<file path="config.mk">
export PLATFORM = sky130hd
export DESIGN_NAME = trap_and_interrupt_sequencer
export DESIGN_NICKNAME = d
export VERILOG_FILES = /design/src/verilog/exc_pkg.sv /design/src/verilog/shadow_store.sv /design/src/verilog/trap_and_interrupt_sequencer.sv
export SDC_FILE = /design/constraint.sdc
export NUM_CORES = 1
export LEC_CHECK = 0
export ABC_AREA = 1
export BUFFER_PORTS_ARGS = -buffer_cell sky130_fd_sc_hd__buf_2
export CAP_MARGIN = 10
export CORE_MARGIN = 4
export CORE_UTILIZATION = 30
export DETAILED_ROUTE_END_ITERATION = 8
export GPL_ROUTABILITY_DRIVEN = 1
export PLACE_DENSITY = 0.55
export SYNTH_ARGS = -nofsm -noshare
export SYNTH_HDL_FRONTEND = slang
export SYNTH_HIERARCHICAL = 1
export SYNTH_SLANG_ARGS = --single-unit
</file>
<file path="constraint.sdc">
create_clock -name clock_i -period 103.4 [get_ports clock_i]
set_clock_uncertainty 0.1 [all_clocks]
set_input_delay 20.68 -clock clock_i [delete_from_list [all_inputs] [get_ports clock_i]]
set_output_delay 20.68 -clock clock_i [all_outputs]
set_load 0.01 [all_outputs]
</file>
<file path="src/verilog/exc_pkg.sv">
package exc_pkg;

  // ---------------------------------------------------------------
  // Sizes and levels
  // ---------------------------------------------------------------
  localparam int          NUM_IRQ      = 54;
  localparam logic [3:0]  LVL_TRAP_MIN = 4'h8;
  localparam logic [3:0]  LVL_MATH     = 4'hB;
  localparam logic [3:0]  LVL_ADDR     = 4'hC;
  localparam logic [3:0]  LVL_STACK    = 4'hD;
  localparam logic [3:0]  LVL_OSC      = 4'hE;
  localparam logic [3:0]  LVL_MASK_ALL = 4'h7;
  localparam logic [3:0]  LEVEL_RESET  = 4'h0;
  localparam logic [5:0]  VEC_IRQ_BASE = 6'h08;

  // ---------------------------------------------------------------
  // Vector tables and stack floor
  // ---------------------------------------------------------------
  localparam logic [23:0] TABLE_BASE   = 24'h000004;
  localparam logic [23:0] TABLE_SPAN   = 24'h000080;
  localparam logic [15:0] STACK_FLOOR  = 16'h0800;

  // ---------------------------------------------------------------
  // Reset cause bit positions
  // ---------------------------------------------------------------
  localparam int          RC_WDT       = 0;
  localparam int          RC_UNINIT    = 1;
  localparam int          RC_ILLEGAL   = 2;
  localparam int          RC_BROWNOUT  = 3;
  localparam int          RC_LOCKOUT   = 4;
  localparam int          RC_CONFLICT  = 15;
  localparam logic [15:0] RCAUSE_RESET = 16'h0000;

  // ---------------------------------------------------------------
  // Types
  // ---------------------------------------------------------------
  typedef enum logic [1:0] {
    ST_RUN       = 2'b00,
    ST_HARD_WAIT = 2'b01,
    ST_RESET     = 2'b11
  } seq_state_t;

  typedef logic [NUM_IRQ-1:0][2:0] prio_array_t;

  typedef struct packed {
    logic div_zero;
    logic shift_over;
    logic ovf31_a;
    logic ovf31_b;
    logic ovf39_a;
    logic ovf39_b;
  } math_ev_t;

  typedef struct packed {
    logic ovf_a_en;
    logic ovf_b_en;
    logic cat_en;
    logic guard_a_used;
    logic guard_b_used;
    logic sat_off;
  } math_ctl_t;

  typedef struct packed {
    logic misaligned;
    logic unimpl_data;
    logic unimpl_prog;
    logic vector_fetch;
    logic branch_unimpl;
    logic pc_unimpl;
  } addr_ev_t;

  typedef struct packed {
    logic             dc;
    logic             n;
    logic             ov;
    logic             z;
    logic             c;
    logic [3:0][15:0] w;
  } shadow_t;

endpackage

</file>
<file path="src/verilog/shadow_store.sv">
`timescale 1ns/1ps
module shadow_store (
  input  logic            clock_i,
  input  logic            rst_i,
  input  logic            push_i,
  input  logic            pop_i,
  input  exc_pkg::shadow_t save_i,
  output exc_pkg::shadow_t restore_o,
  output logic            full_o,
  output logic            overrun_o
);

  exc_pkg::shadow_t store;
  exc_pkg::shadow_t next_store;
  logic             full;
  logic             next_full;
  logic             overrun;
  logic             next_overrun;

  // Single-level store, overrun flags a nested push
  always_comb begin
    next_store   = push_i ? save_i : store;
    next_full    = push_i | (full & ~pop_i);
    next_overrun = push_i & full & ~pop_i;
  end

  always_ff @(posedge clock_i or posedge rst_i) begin
    if (rst_i) begin
      store   <= '0;
      full    <= 1'b0;
      overrun <= 1'b0;
    end else begin
      store   <= next_store;
      full    <= next_full;
      overrun <= next_overrun;
    end
  end

  assign restore_o = store;
  assign full_o    = full;
  assign overrun_o = overrun;
endmodule

</file>
<file path="src/verilog/trap_and_interrupt_sequencer.sv">
`timescale 1ns/1ps
module trap_and_interrupt_sequencer (
  input  logic                 clock_i,
  input  logic                 rst_i,
  input  logic                 cycle_start_i,
  input  logic                 insn_done_i,
  input  logic                 watchdog_timeout_i,
  input  logic                 brownout_reset_i,
  input  logic                 osc_fail_i,
  input  logic                 w_write_i,
  input  logic [3:0]           w_write_idx_i,
  input  logic                 ptr_use_i,
  input  logic [3:0]           ptr_idx_i,
  input  logic                 illegal_fetch_i,
  input  logic                 flush_i,
  input  exc_pkg::math_ev_t    math_ev_i,
  input  exc_pkg::math_ctl_t   math_ctl_i,
  input  exc_pkg::addr_ev_t    addr_ev_i,
  input  logic                 sp_load_i,
  input  logic [15:0]          sp_value_i,
  input  logic [15:0]          stack_limit_register_i,
  input  logic [exc_pkg::NUM_IRQ-1:0] interrupt_flag_registers_i,
  input  logic [exc_pkg::NUM_IRQ-1:0] interrupt_enable_registers_i,
  input  exc_pkg::prio_array_t irq_prio_i,
  input  logic                 nesting_disable_bit_i,
  input  logic                 alternate_table_select_i,
  input  logic                 level_write_i,
  input  logic [2:0]           level_wdata_i,
  input  logic [23:0]          pc_i,
  input  logic [4:0]           status_flags_i,
  input  logic                 return_from_interrupt_op_i,
  input  logic [7:0]           popped_status_byte_i,
  input  logic                 popped_top_bit_i,
  input  logic                 hard_trap_ack_i,
  input  logic                 reset_ack_i,
  input  logic [15:0]          rcause_clear_i,
  input  logic                 shadow_push_i,
  input  logic                 shadow_pop_i,
  input  exc_pkg::shadow_t     shadow_save_i,
  output logic [3:0]           cpu_priority_level_o,
  output logic                 entry_o,
  output logic [5:0]           vector_num_o,
  output logic [23:0]          vector_addr_o,
  output logic [23:0]          stack_pc_o,
  output logic [7:0]           status_low_byte_o,
  output logic                 stack_top_bit_o,
  output logic                 hold_exec_o,
  output logic                 reset_req_o,
  output logic [15:0]          reset_cause_register_o,
  output exc_pkg::shadow_t     shadow_restore_o,
  output logic                 shadow_full_o,
  output logic                 shadow_overrun_o
);

  // ---------------------------------------------------------------
  // Pin synchronisers
  // ---------------------------------------------------------------
  logic brown_s1, brown_s2, osc_s1, osc_s2, osc_d;

  // Brown-out and oscillator monitor come from outside the clock domain
  always_ff @(posedge clock_i or posedge rst_i) begin
    if (rst_i) begin
      brown_s1 <= 1'b0;
      brown_s2 <= 1'b0;
      osc_s1 <= 1'b0;
      osc_s2 <= 1'b0;
      osc_d  <= 1'b0;
    end else begin
      brown_s1 <= brownout_reset_i;
      brown_s2 <= brown_s1;
      osc_s1 <= osc_fail_i;
      osc_s2 <= osc_s1;
      osc_d  <= osc_s2;
    end
  end

  // ---------------------------------------------------------------
  // State
  // ---------------------------------------------------------------
  exc_pkg::seq_state_t state, next_state;
  logic [3:0]  cpl, next_cpl, wait_lvl, next_wait_lvl;
  logic [3:0]  pend, next_pend, in_service, next_in_service;
  logic [15:0] w_written, next_w_written, rcause, next_rcause;
  logic [exc_pkg::NUM_IRQ-1:0] req, next_req;
  logic        illegal_held, next_illegal_held;
  logic        entry, next_entry, hold, next_hold, rst_req, next_rst_req;
  logic [5:0]  vec, next_vec;
  logic [23:0] vaddr, next_vaddr, spc, next_spc;
  logic [7:0]  sbyte, next_sbyte;
  logic        sipl3, next_sipl3;

  // ---------------------------------------------------------------
  // Request sampling and arbitration
  // ---------------------------------------------------------------
  logic [exc_pkg::NUM_IRQ-1:0] live;
  genvar gi;
  generate
    for (gi = 0; gi < exc_pkg::NUM_IRQ; gi++) begin : g_req
      // Flag with enable set and nonzero priority is a request
      assign live[gi] = interrupt_flag_registers_i[gi] & interrupt_enable_registers_i[gi]
                        & (irq_prio_i[gi] != 3'h0);
    end
  endgenerate

  logic [2:0] irq_prio;
  logic [5:0] irq_idx;

  // Highest priority wins, descending scan lets lower numbers win ties
  always_comb begin
    irq_prio = 3'h0;
    irq_idx  = 6'h00;
    for (int i = exc_pkg::NUM_IRQ - 1; i >= 0; i--) begin
      if (req[i] && irq_prio_i[i] >= irq_prio) begin
        irq_prio = irq_prio_i[i];
        irq_idx  = 6'(i);
      end
    end
  end

  // ---------------------------------------------------------------
  // Trap and reset detection
  // ---------------------------------------------------------------
  logic       math_hit, stack_hit, uninit_hit, illegal_hit, multi, conflict, fatal;
  logic [3:0] new_trap, trap_lvl;

  always_comb begin
    math_hit = math_ev_i.div_zero | math_ev_i.shift_over
             | (math_ctl_i.ovf_a_en & math_ev_i.ovf31_a & ~math_ctl_i.guard_a_used)
             | (math_ctl_i.ovf_b_en & math_ev_i.ovf31_b & ~math_ctl_i.guard_b_used)
             | (math_ctl_i.cat_en & math_ctl_i.sat_off & (math_ev_i.ovf39_a | math_ev_i.ovf39_b));
    stack_hit = sp_load_i & ((sp_value_i > stack_limit_register_i)
                | (sp_value_i < exc_pkg::STACK_FLOOR));
    // Index 0 math, 1 address, 2 stack, 3 oscillator
    new_trap = {osc_s2 & ~osc_d, stack_hit, |addr_ev_i, math_hit};
    trap_lvl = pend[3] ? exc_pkg::LVL_OSC :
               pend[2] ? exc_pkg::LVL_STACK :
               pend[1] ? exc_pkg::LVL_ADDR :
               pend[0] ? exc_pkg::LVL_MATH : 4'h0;
    multi    = $countones(new_trap) > 1;
    conflict = 1'b0;
    for (int j = 1; j < 4; j++) begin
      if (new_trap[j] && (trap_lvl > 4'(exc_pkg::LVL_MATH + 4'(j))
          || (state == exc_pkg::ST_HARD_WAIT && wait_lvl > 4'(exc_pkg::LVL_MATH + 4'(j)))
          || (cpl[3] && cpl > 4'(exc_pkg::LVL_MATH + 4'(j))))) begin
        conflict = 1'b1;
      end
    end
    uninit_hit  = ptr_use_i & ~w_written[ptr_idx_i];
    illegal_hit = insn_done_i & illegal_held & ~flush_i;
    fatal = watchdog_timeout_i | uninit_hit | illegal_hit | brown_s2 | multi | conflict;
  end

  // ---------------------------------------------------------------
  // Sequencer next state
  // ---------------------------------------------------------------
  logic take_trap, take_irq;

  always_comb begin
    next_state        = state;
    next_cpl          = cpl;
    next_wait_lvl     = wait_lvl;
    next_pend         = pend;
    next_in_service   = in_service;
    next_w_written    = w_written;
    next_rcause       = rcause & ~rcause_clear_i;
    next_req          = cycle_start_i ? live : req;
    next_illegal_held = (illegal_held & ~flush_i & ~insn_done_i) | illegal_fetch_i;
    next_entry        = 1'b0;
    next_hold         = hold;
    next_rst_req      = rst_req;
    next_vec          = vec;
    next_vaddr        = vaddr;
    next_spc          = spc;
    next_sbyte        = sbyte;
    next_sipl3        = sipl3;
    if (w_write_i) begin
      next_w_written[w_write_idx_i] = 1'b1;
    end
    // Traps complete their instruction before entry
    take_trap = state == exc_pkg::ST_RUN && insn_done_i && !fatal
                && !return_from_interrupt_op_i && trap_lvl > cpl;
    take_irq  = state == exc_pkg::ST_RUN && insn_done_i && !fatal && !take_trap
                && !return_from_interrupt_op_i && {1'b0, irq_prio} > cpl
                && !(nesting_disable_bit_i && in_service != 4'h0);
    if (level_write_i && !nesting_disable_bit_i) begin
      next_cpl[2:0] = level_wdata_i;
    end
    if (return_from_interrupt_op_i && state == exc_pkg::ST_RUN) begin
      next_cpl = {popped_top_bit_i, popped_status_byte_i[7:5]};
      if (in_service != 4'h0) begin
        next_in_service = in_service - 4'h1;
      end
    end
    if (take_trap || take_irq) begin
      next_entry = 1'b1;
      next_spc   = pc_i;
      next_sbyte = {cpl[2:0], status_flags_i};
      next_sipl3 = cpl[3];
      next_vec   = take_trap ? 6'(trap_lvl - exc_pkg::LVL_TRAP_MIN) : irq_idx + exc_pkg::VEC_IRQ_BASE;
      next_cpl   = take_trap ? trap_lvl : {1'b0, irq_prio};
      next_vaddr = (alternate_table_select_i ? exc_pkg::TABLE_BASE + exc_pkg::TABLE_SPAN
                    : exc_pkg::TABLE_BASE) + {17'h00000, next_vec, 1'b0};
      if (in_service != 4'hF) begin
        next_in_service = in_service + 4'h1;
      end
    end
    // Entry clears the serviced trap, a fresh event still sets it
    if (take_trap) begin
      next_pend[trap_lvl[1:0] - 2'h3] = 1'b0;
      if (trap_lvl >= exc_pkg::LVL_ADDR) begin
        next_state    = exc_pkg::ST_HARD_WAIT;
        next_wait_lvl = trap_lvl;
        next_hold     = 1'b1;
      end
    end
    if (state == exc_pkg::ST_HARD_WAIT && hard_trap_ack_i) begin
      next_state = exc_pkg::ST_RUN;
      next_hold  = 1'b0;
    end
    if (state == exc_pkg::ST_RESET && reset_ack_i) begin
      next_state        = exc_pkg::ST_RUN;
      next_rst_req      = 1'b0;
      next_hold         = 1'b0;
      next_cpl          = exc_pkg::LEVEL_RESET;
      next_pend         = 4'h0;
      next_in_service   = 4'h0;
      next_w_written    = 16'h0000;
      next_illegal_held = 1'b0;
    end
    // A fresh trap event survives both entry and reset release
    next_pend = next_pend | new_trap;
    // Any reset source wins over the state, hold and reset request set above
    if (fatal) begin
      next_state   = exc_pkg::ST_RESET;
      next_rst_req = 1'b1;
      next_hold    = 1'b1;
      next_rcause[exc_pkg::RC_WDT]      = next_rcause[exc_pkg::RC_WDT] | watchdog_timeout_i;
      next_rcause[exc_pkg::RC_UNINIT]   = next_rcause[exc_pkg::RC_UNINIT] | uninit_hit;
      next_rcause[exc_pkg::RC_ILLEGAL]  = next_rcause[exc_pkg::RC_ILLEGAL] | illegal_hit;
      next_rcause[exc_pkg::RC_BROWNOUT] = next_rcause[exc_pkg::RC_BROWNOUT] | brown_s2;
      next_rcause[exc_pkg::RC_LOCKOUT]  = next_rcause[exc_pkg::RC_LOCKOUT] | multi;
      next_rcause[exc_pkg::RC_CONFLICT] = next_rcause[exc_pkg::RC_CONFLICT] | conflict;
    end
  end

  // Registers
  always_ff @(posedge clock_i or posedge rst_i) begin
    if (rst_i) begin
      state        <= exc_pkg::ST_RUN;
      cpl          <= exc_pkg::LEVEL_RESET;
      wait_lvl     <= 4'h0;
      pend         <= 4'h0;
      in_service   <= 4'h0;
      w_written    <= 16'h0000;
      rcause       <= exc_pkg::RCAUSE_RESET;
      req          <= '0;
      illegal_held <= 1'b0;
      entry        <= 1'b0;
      hold         <= 1'b0;
      rst_req      <= 1'b0;
      vec          <= 6'h00;
      vaddr        <= 24'h000000;
      spc          <= 24'h000000;
      sbyte        <= 8'h00;
      sipl3        <= 1'b0;
    end else begin
      state        <= next_state;
      cpl          <= next_cpl;
      wait_lvl     <= next_wait_lvl;
      pend         <= next_pend;
      in_service   <= next_in_service;
      w_written    <= next_w_written;
      rcause       <= next_rcause;
      req          <= next_req;
      illegal_held <= next_illegal_held;
      entry        <= next_entry;
      hold         <= next_hold;
      rst_req      <= next_rst_req;
      vec          <= next_vec;
      vaddr        <= next_vaddr;
      spc          <= next_spc;
      sbyte        <= next_sbyte;
      sipl3        <= next_sipl3;
    end
  end

  assign cpu_priority_level_o   = cpl;
  assign entry_o                = entry;
  assign vector_num_o           = vec;
  assign vector_addr_o          = vaddr;
  assign stack_pc_o             = spc;
  assign status_low_byte_o      = sbyte;
  assign stack_top_bit_o        = sipl3;
  assign hold_exec_o            = hold;
  assign reset_req_o            = rst_req;
  assign reset_cause_register_o = rcause;

  // ---------------------------------------------------------------
  // Shadow context
  // ---------------------------------------------------------------
  shadow_store i_shadow_store (
    .clock_i   (clock_i),
    .rst_i     (rst_i),
    .push_i    (shadow_push_i),
    .pop_i     (shadow_pop_i),
    .save_i    (shadow_save_i),
    .restore_o (shadow_restore_o),
    .full_o    (shadow_full_o),
    .overrun_o (shadow_overrun_o)
  );
endmodule
</file>
==> results.ini, run 1 <==
[synth]
syn_inst = 2459
yosysWarnings = 6
syn_area_um2 = 17300
ys_types = 54
synth_edf_count = 0
ys_ff_latch = 229
seq_area_frac_synth = 0.332
synth.avg_cell_area_um2 = 7.02
ys.flop_type = dfrtp_1
async_flop_share = 1.00

[timing]
setup_violations = 0
rsz0062_at_grt = false
fin_crit_sh = 0.771
whs_ps = 250
slew_violations = 0
timing.final.ws_setup_ps = 23680
fin_crit_ps = 79720
finalHoldViolCount = 0
relSlewSlack = 0.397
fmax_mhz = 12.5
fin_setup_tns_ps = 0
tightest_slew_ps = 905

[cts]
cts_max_path_buffers = 3
cts_root_buffer = clkbuf_16
cts_buffers = 31
worstSkewPairLatency_ps = 590
clkTransAtPathRegs_ps = 60
h-tree-depth = 1
post_cts_buffers = 0
hold_buffers = 0
cts_tree = yes
cts_resized = 0
clkSinkCount = 229

[power_and_ir_drop]
power_frac_clock = 0.321
power.density_nw_per_um2 = 16.6
seqPwrFrac = 0.267
p_total_w = 0.000367
intPower_w = 0.000226
p_leak_nw = 12.8
netSwitchingFraction = 0.383
p_sw_w = 0.000141
irDropWorstVdd_v = 0.0000124
power_frac_comb = 0.413

[layout]
final_area_um2 = 22100
fin_nets = 3632
final_common_cell = buf_2
syn_to_final_growth_pct = 28.2
drive_gt1_frac = 0.287
mostFrequentLayoutCells = buf_2, nand2_1, inv_1

[global_routing]
grt_pass1_wl_mm = 91.4
grt_usage = 0.187
grt_max_degree = 92
grt_pass1_vias = 16743
overflow = 0
antenna_found_initial = 19

[worst_setup_path]
critical_path_arrival_ps = 80100
cp-start-kind = input port
crit_path_top_delay_cell = buf_4
worstSetupPathType = input port to flip-flop
crit_fanout = 62
max_stage_delay_ps = 590
worst_setup_path_end_kind = flip-flop
required_ps = 103780
cp_common_cell = inv_1

[floorplanning]
initial_utilization = 0.304
die_area_um2 = 61400
core_um2 = 56700
dieHeight_um = 248
io_pins = 631
die_x_um = 248
placementRows = 87

[placed_design]
place_area_um2 = 21000
pre_cts_slack_ps = 23120
hpwl_mm = 48.7
portBuffers = 609
place.gp.congestion = 0.840

[detailed_routing]
vias = 17419
drcViolationCount = 0
detail_route.wl_per_cell_um = 15.6
totalWireLength_mm = 60.0
vias_per_cell = 4.52
drt_iter0_markers = 621
dr.pass1.iters = 5
ant_nets = 0

[run_status]
status = complete, no violations

[flow_run]
cap_violations = 0

[min_path]
hp-class = flip-flop to flip-flop

worst max-delay path, delay by kind of cell:
family	cells	cell delay (ps)
buffers and inverters	116	8390
AO/OA/AOI/OAI	142	18440
adder cells (fa/ha/maj)	54	14750
AND/OR/NAND/NOR	173	17790
cell type report:
| type | count | area, um2 |
|---|---|---|
| diodes | 6 | 15.0 |
| clock inverters | 19 | 258 |
| repair buffers | 615 | 3100 |
| well taps | 756 | 946 |
| clock buffers | 39 | 866 |
| fillers | 6154 | 34600 |
| inverters | 485 | 1840 |
| flip-flops and latches | 229 | 5730 |
| multi-input cells | 1701 | 9380 |
registers in the layout, summed over array words and instances, names as in the netlist, 6 cells and up:
register	count
req	54
w_written	16
vector_addr_o	7
vector_num_o	6
stack_pc_o	24
i_shadow_store/restore_o	69
status_low_byte_o	8
reset_cause_register_o	16
through the flow:
step	utilization	instances
final	0.390	3850
after global routing	0.390	3845
after CTS	0.390	3844
after detailed placement	0.370	3786
after global placement	0.370	3786
after floorplan	-	2474
cell families after synthesis:
family / Yosys count / synth area share
fa+ha+maj: 95 / 0.0693
simple gates: 1150 / 0.316
buf+inv: 544 / 0.129
xor+xnor: 2 / 0.00102
other cells: 1 / 0.000217
compound gates: 438 / 0.152
flops: 229 / 0.332
power groups by stage:
stage	clock network, W	logic, W	registers (W)
global placement	0	0.000151	0.0000992
CTS	0.000122	0.000153	0.0000977
floorplan	0	0.000110	0.000100
global route	0.000125	0.000175	0.0000984
finish	0.000118	0.000152	0.0000978
detailed placement	0	0.000153	0.0000991
cell usage after synthesis (all sizes together) (9+ instances only):
cell	number	area [um2]
o211ai	15	113
o21bai	28	210
dfrtp	229	5730
a21oi	155	780
o22ai	60	375
a21boi	9	67.6
or2	30	188
nand2	711	3060
o21a	49	368
ha	94	1180
o21ai	90	458
clkbuf	21	78.8
nor3	81	405
inv	479	1810
buf	38	313
nand3	241	1430
nor2	65	246
nand4	10	62.6
path summary, 6_finish.rpt:
kind	from	endpoint	slack, ps	depth (start not counted)
worst max-delay path	irq_prio_i[161]	cpu_priority_level_o[2]	23680	485
worst min register to register	brown_s1	brown_s2	250	0
max in group asynchronous	rst_i	in_service[1]	81620	3
min in group asynchronous	rst_i	i_shadow_store/restore_o[44]	20110	2
worst max register to register	req[53]	cpu_priority_level_o[2]	43350	484
worst min-delay path	brown_s1	brown_s2	250	0
per-layer routing:
metal	track usage	routed length (um)	up-vias
met3	0.0441	4110	85
met1	0.241	25800	7752
met4	0.0397	1320	20
met5	0	118	-
li1	-	-	9129
met2	0.319	28700	433
(Power assumes the default switching activity.)
==> inputs of run 2 (changes only) <==
--- a/config.mk
+++ b/config.mk
@@ -12,7 +12,7 @@
 export CORE_UTILIZATION = 30
 export DETAILED_ROUTE_END_ITERATION = 8
 export GPL_ROUTABILITY_DRIVEN = 1
-export PLACE_DENSITY = 0.55
+export PLACE_DENSITY = 0.57
 export SYNTH_ARGS = -nofsm -noshare
 export SYNTH_HDL_FRONTEND = slang
 export SYNTH_HIERARCHICAL = 1
==> constraint.sdc (replaced) <==
create_clock -name clock_i -period 65.8 [get_ports clock_i]
set_clock_uncertainty 0.1 [all_clocks]
set_input_delay 13.16 -clock clock_i [delete_from_list [all_inputs] [get_ports clock_i]]
set_output_delay 13.16 -clock clock_i [all_outputs]
set_load 0.01 [all_outputs]
==> results.ini, run 2 (synthesis gave the netlist of run 1 again) <==
[run_status]
status = finished, violations left
violations = negative setup slack

[layout]
fin_nets = 3992  ; +9.9%
postLayoutCoreUtil = 0.463  ; +0.0730
instances_no_fill = 4214  ; +9.5%
final_common_cell = buf_2
syn_to_final_growth_pct = 52.2
mostFrequentLayoutCells = buf_2, nand2_1, inv_1
drive_gt1_frac = 0.445  ; +0.158
largest_register_ffs = 69  ; unchanged

[detailed_routing]
drt_iter0_markers = 749  ; +21%
drcViolationCount = 0  ; unchanged
detail_route.wl_per_cell_um = 15.3  ; -1.5%
vias_per_cell = 4.55  ; +0.49%
vias = 19160  ; +10%
totalWireLength_mm = 64.7  ; +7.8%
dr.pass1.iters = 5  ; unchanged
ant_nets = 0  ; unchanged

[power_and_ir_drop]
p_total_w = 0.000691  ; +88%
power_frac_comb = 0.537  ; +0.124
p_leak_nw = 14.7  ; +15%
netSwitchingFraction = 0.382  ; -0.000981
power_frac_clock = 0.241  ; -0.080
seqPwrFrac = 0.222  ; -0.045
intPower_w = 0.000427  ; +89%
p_sw_w = 0.000264  ; +88%
irDropWorstVdd_v = 0.0000179  ; +44%
power.density_nw_per_um2 = 26.3  ; +59%

[cts]
worstSkewPairLatency_ps = 580  ; about the same
clkSinkCount = 229  ; unchanged
hold_buffers = 0  ; unchanged
clkTransAtPathRegs_ps = 60  ; about the same
h-tree-depth = 1  ; unchanged
cts_buffers = 30  ; -3.2%
cts_root_buffer = clkbuf_16
cts_tree = yes
cts_max_path_buffers = 3  ; unchanged

[worst_setup_path]
cp_common_cell = nand2_2
worstSetupPathType = input port to flip-flop
critical_path_arrival_ps = 66660  ; -13440 ps
crit_fanout = 6  ; -90%
r2r-end = cpu_priority_level_o[1]
cp-start-kind = input port
max_stage_delay_ps = 310  ; -280 ps
required_ps = 66210  ; -37570 ps
crit_path_top_delay_cell = ha_1
worst_setup_path_end_kind = flip-flop
r2r_cells = 491  ; +1.4%
reg2reg_from = req[53]
reg2reg_setup_slack_ps = 11700  ; -31650 ps

[timing]
fin_crit_sh = 1.01
tightest_slew_ps = 933  ; +28.2 ps
timing.final.ws_setup_ps = -451  ; -24130 ps
fin_crit_ps = 66250
finalHoldViolCount = 0  ; unchanged
setup_violations = 55  ; +55
rsz0062_at_grt = true
slew_violations = 0  ; unchanged
relSlewSlack = 0.378  ; -0.0188
fmax_mhz = 15.1

[min_path]
holdPathEnd = brown_s2
hp-start = brown_s1
hold_depth = 0  ; unchanged
hp-class = flip-flop to flip-flop

[placed_design]
place.gp.congestion = 0.877  ; +4.4%
portBuffers = 609  ; unchanged
hpwl_mm = 49.5  ; +1.5%
place_inst = 4004  ; +5.8%

[floorplanning]
die_area_um2 = 61400  ; unchanged
dieHeight_um = 248  ; unchanged
placementRows = 87  ; unchanged
io_pins = 631  ; unchanged
core_um2 = 56700  ; unchanged
die_x_um = 248  ; unchanged
initial_utilization = 0.304  ; unchanged

[global_routing]
grt_usage = 0.192  ; +0.00539
grt_pass1_vias = 17904  ; +6.9%
antenna_found_initial = 19  ; unchanged
grt_max_degree = 94  ; +2.2%
overflow = 0  ; unchanged
grt_pass1_wl_mm = 94.8  ; +3.8%

[flow_run]
cap_violations = 0  ; unchanged

[run 2: changes by cell type in the layout (fill, tap and decap cells not counted), moves of 16 or more]
cell and change:
inv_1 -75, ha_1 -20, a21oi_2 +46, o21ai_2 +16
a21oi_1 -47, ha_4 +20, o21ai_0 -24, inv_2 +72
buf_4 +332, nand2_2 +62, nand2_1 -89, nand2_4 +27
[run 2: worst max path at each step]
stage | start | endpoint | slack, ps
after floorplan | irq_prio_i[161] | cpu_priority_level_o[1] | 9
after global placement | irq_prio_i[161] | in_service[0] | -2400
after detailed placement | irq_prio_i[161] | in_service[0] | -2610
after CTS | irq_prio_i[159] | cpu_priority_level_o[2] | -630
after global routing | irq_prio_i[159] | cpu_priority_level_o[1] | -4570
final | irq_prio_i[159] | cpu_priority_level_o[1] | -450
[run 2: power groups by stage]
stage               registers (W)  clock network, W  logic [W]
finish                   0.000154          0.000166   0.000371
global route             0.000155          0.000178   0.000412
CTS                      0.000153          0.000173   0.000319
detailed placement       0.000156                 0   0.000286
global placement         0.000156                 0   0.000284
floorplan                0.000157                 0   0.000173
[run 2: final cells by class]
cell class                      count  area [um2]
Antenna cell                       14        35.0
Clock buffer                       38         821
Clock inverter                     15         166
Fill cell                        5750       30400
Inverter                          485        1850
Multi-Input combinational cell   1701       10600
Sequential cell                   229        5730
Tap cell                          756         946
Timing Repair Buffer              976        6130
[run 2: layer usage]
layer  vias to the layer above  global-route usage  wire length (um)  part of all wire
met5                         -                   0                84            0.0013
met3                       100              0.0440              4520             0.070
met2                       502               0.325             31300              0.48
li1                       9874                   -                 -                 -
met4                        14              0.0554              1910             0.030
met1                      8670               0.246             26800              0.42
[run 2: through the flow]
step / setup slack [ps] / cell area [um2] / hold slack (ps) / setup TNS [ps]
3_3_place_gp: -2400 / 22700 / 233 / -119740
2_1_floorplan: 9.22 / 17300 / 231 / 0
3_5_place_dp: -2610 / 22700 / 236 / -132150
4_1_cts: -633 / 24600 / 249 / -28700
5_1_grt: -4570 / 26200 / 266 / -242940
6_report: -451 / 26300 / 248 / -17140
[run 2: timing repair]
item	4_1_cts	5_1_grt
cloned	4	5
gates resized for setup	93	302
pin swaps	74	198
setup buffers	65	69
endpoints found under the setup margin	55	55
[run 2: critical path, delay by kind of cell]
family / cells / cell delay, ps
simple gates: 176 / 15630
compound gates: 140 / 15780
fa+ha+maj: 54 / 14930
buf+inv: 123 / 6940
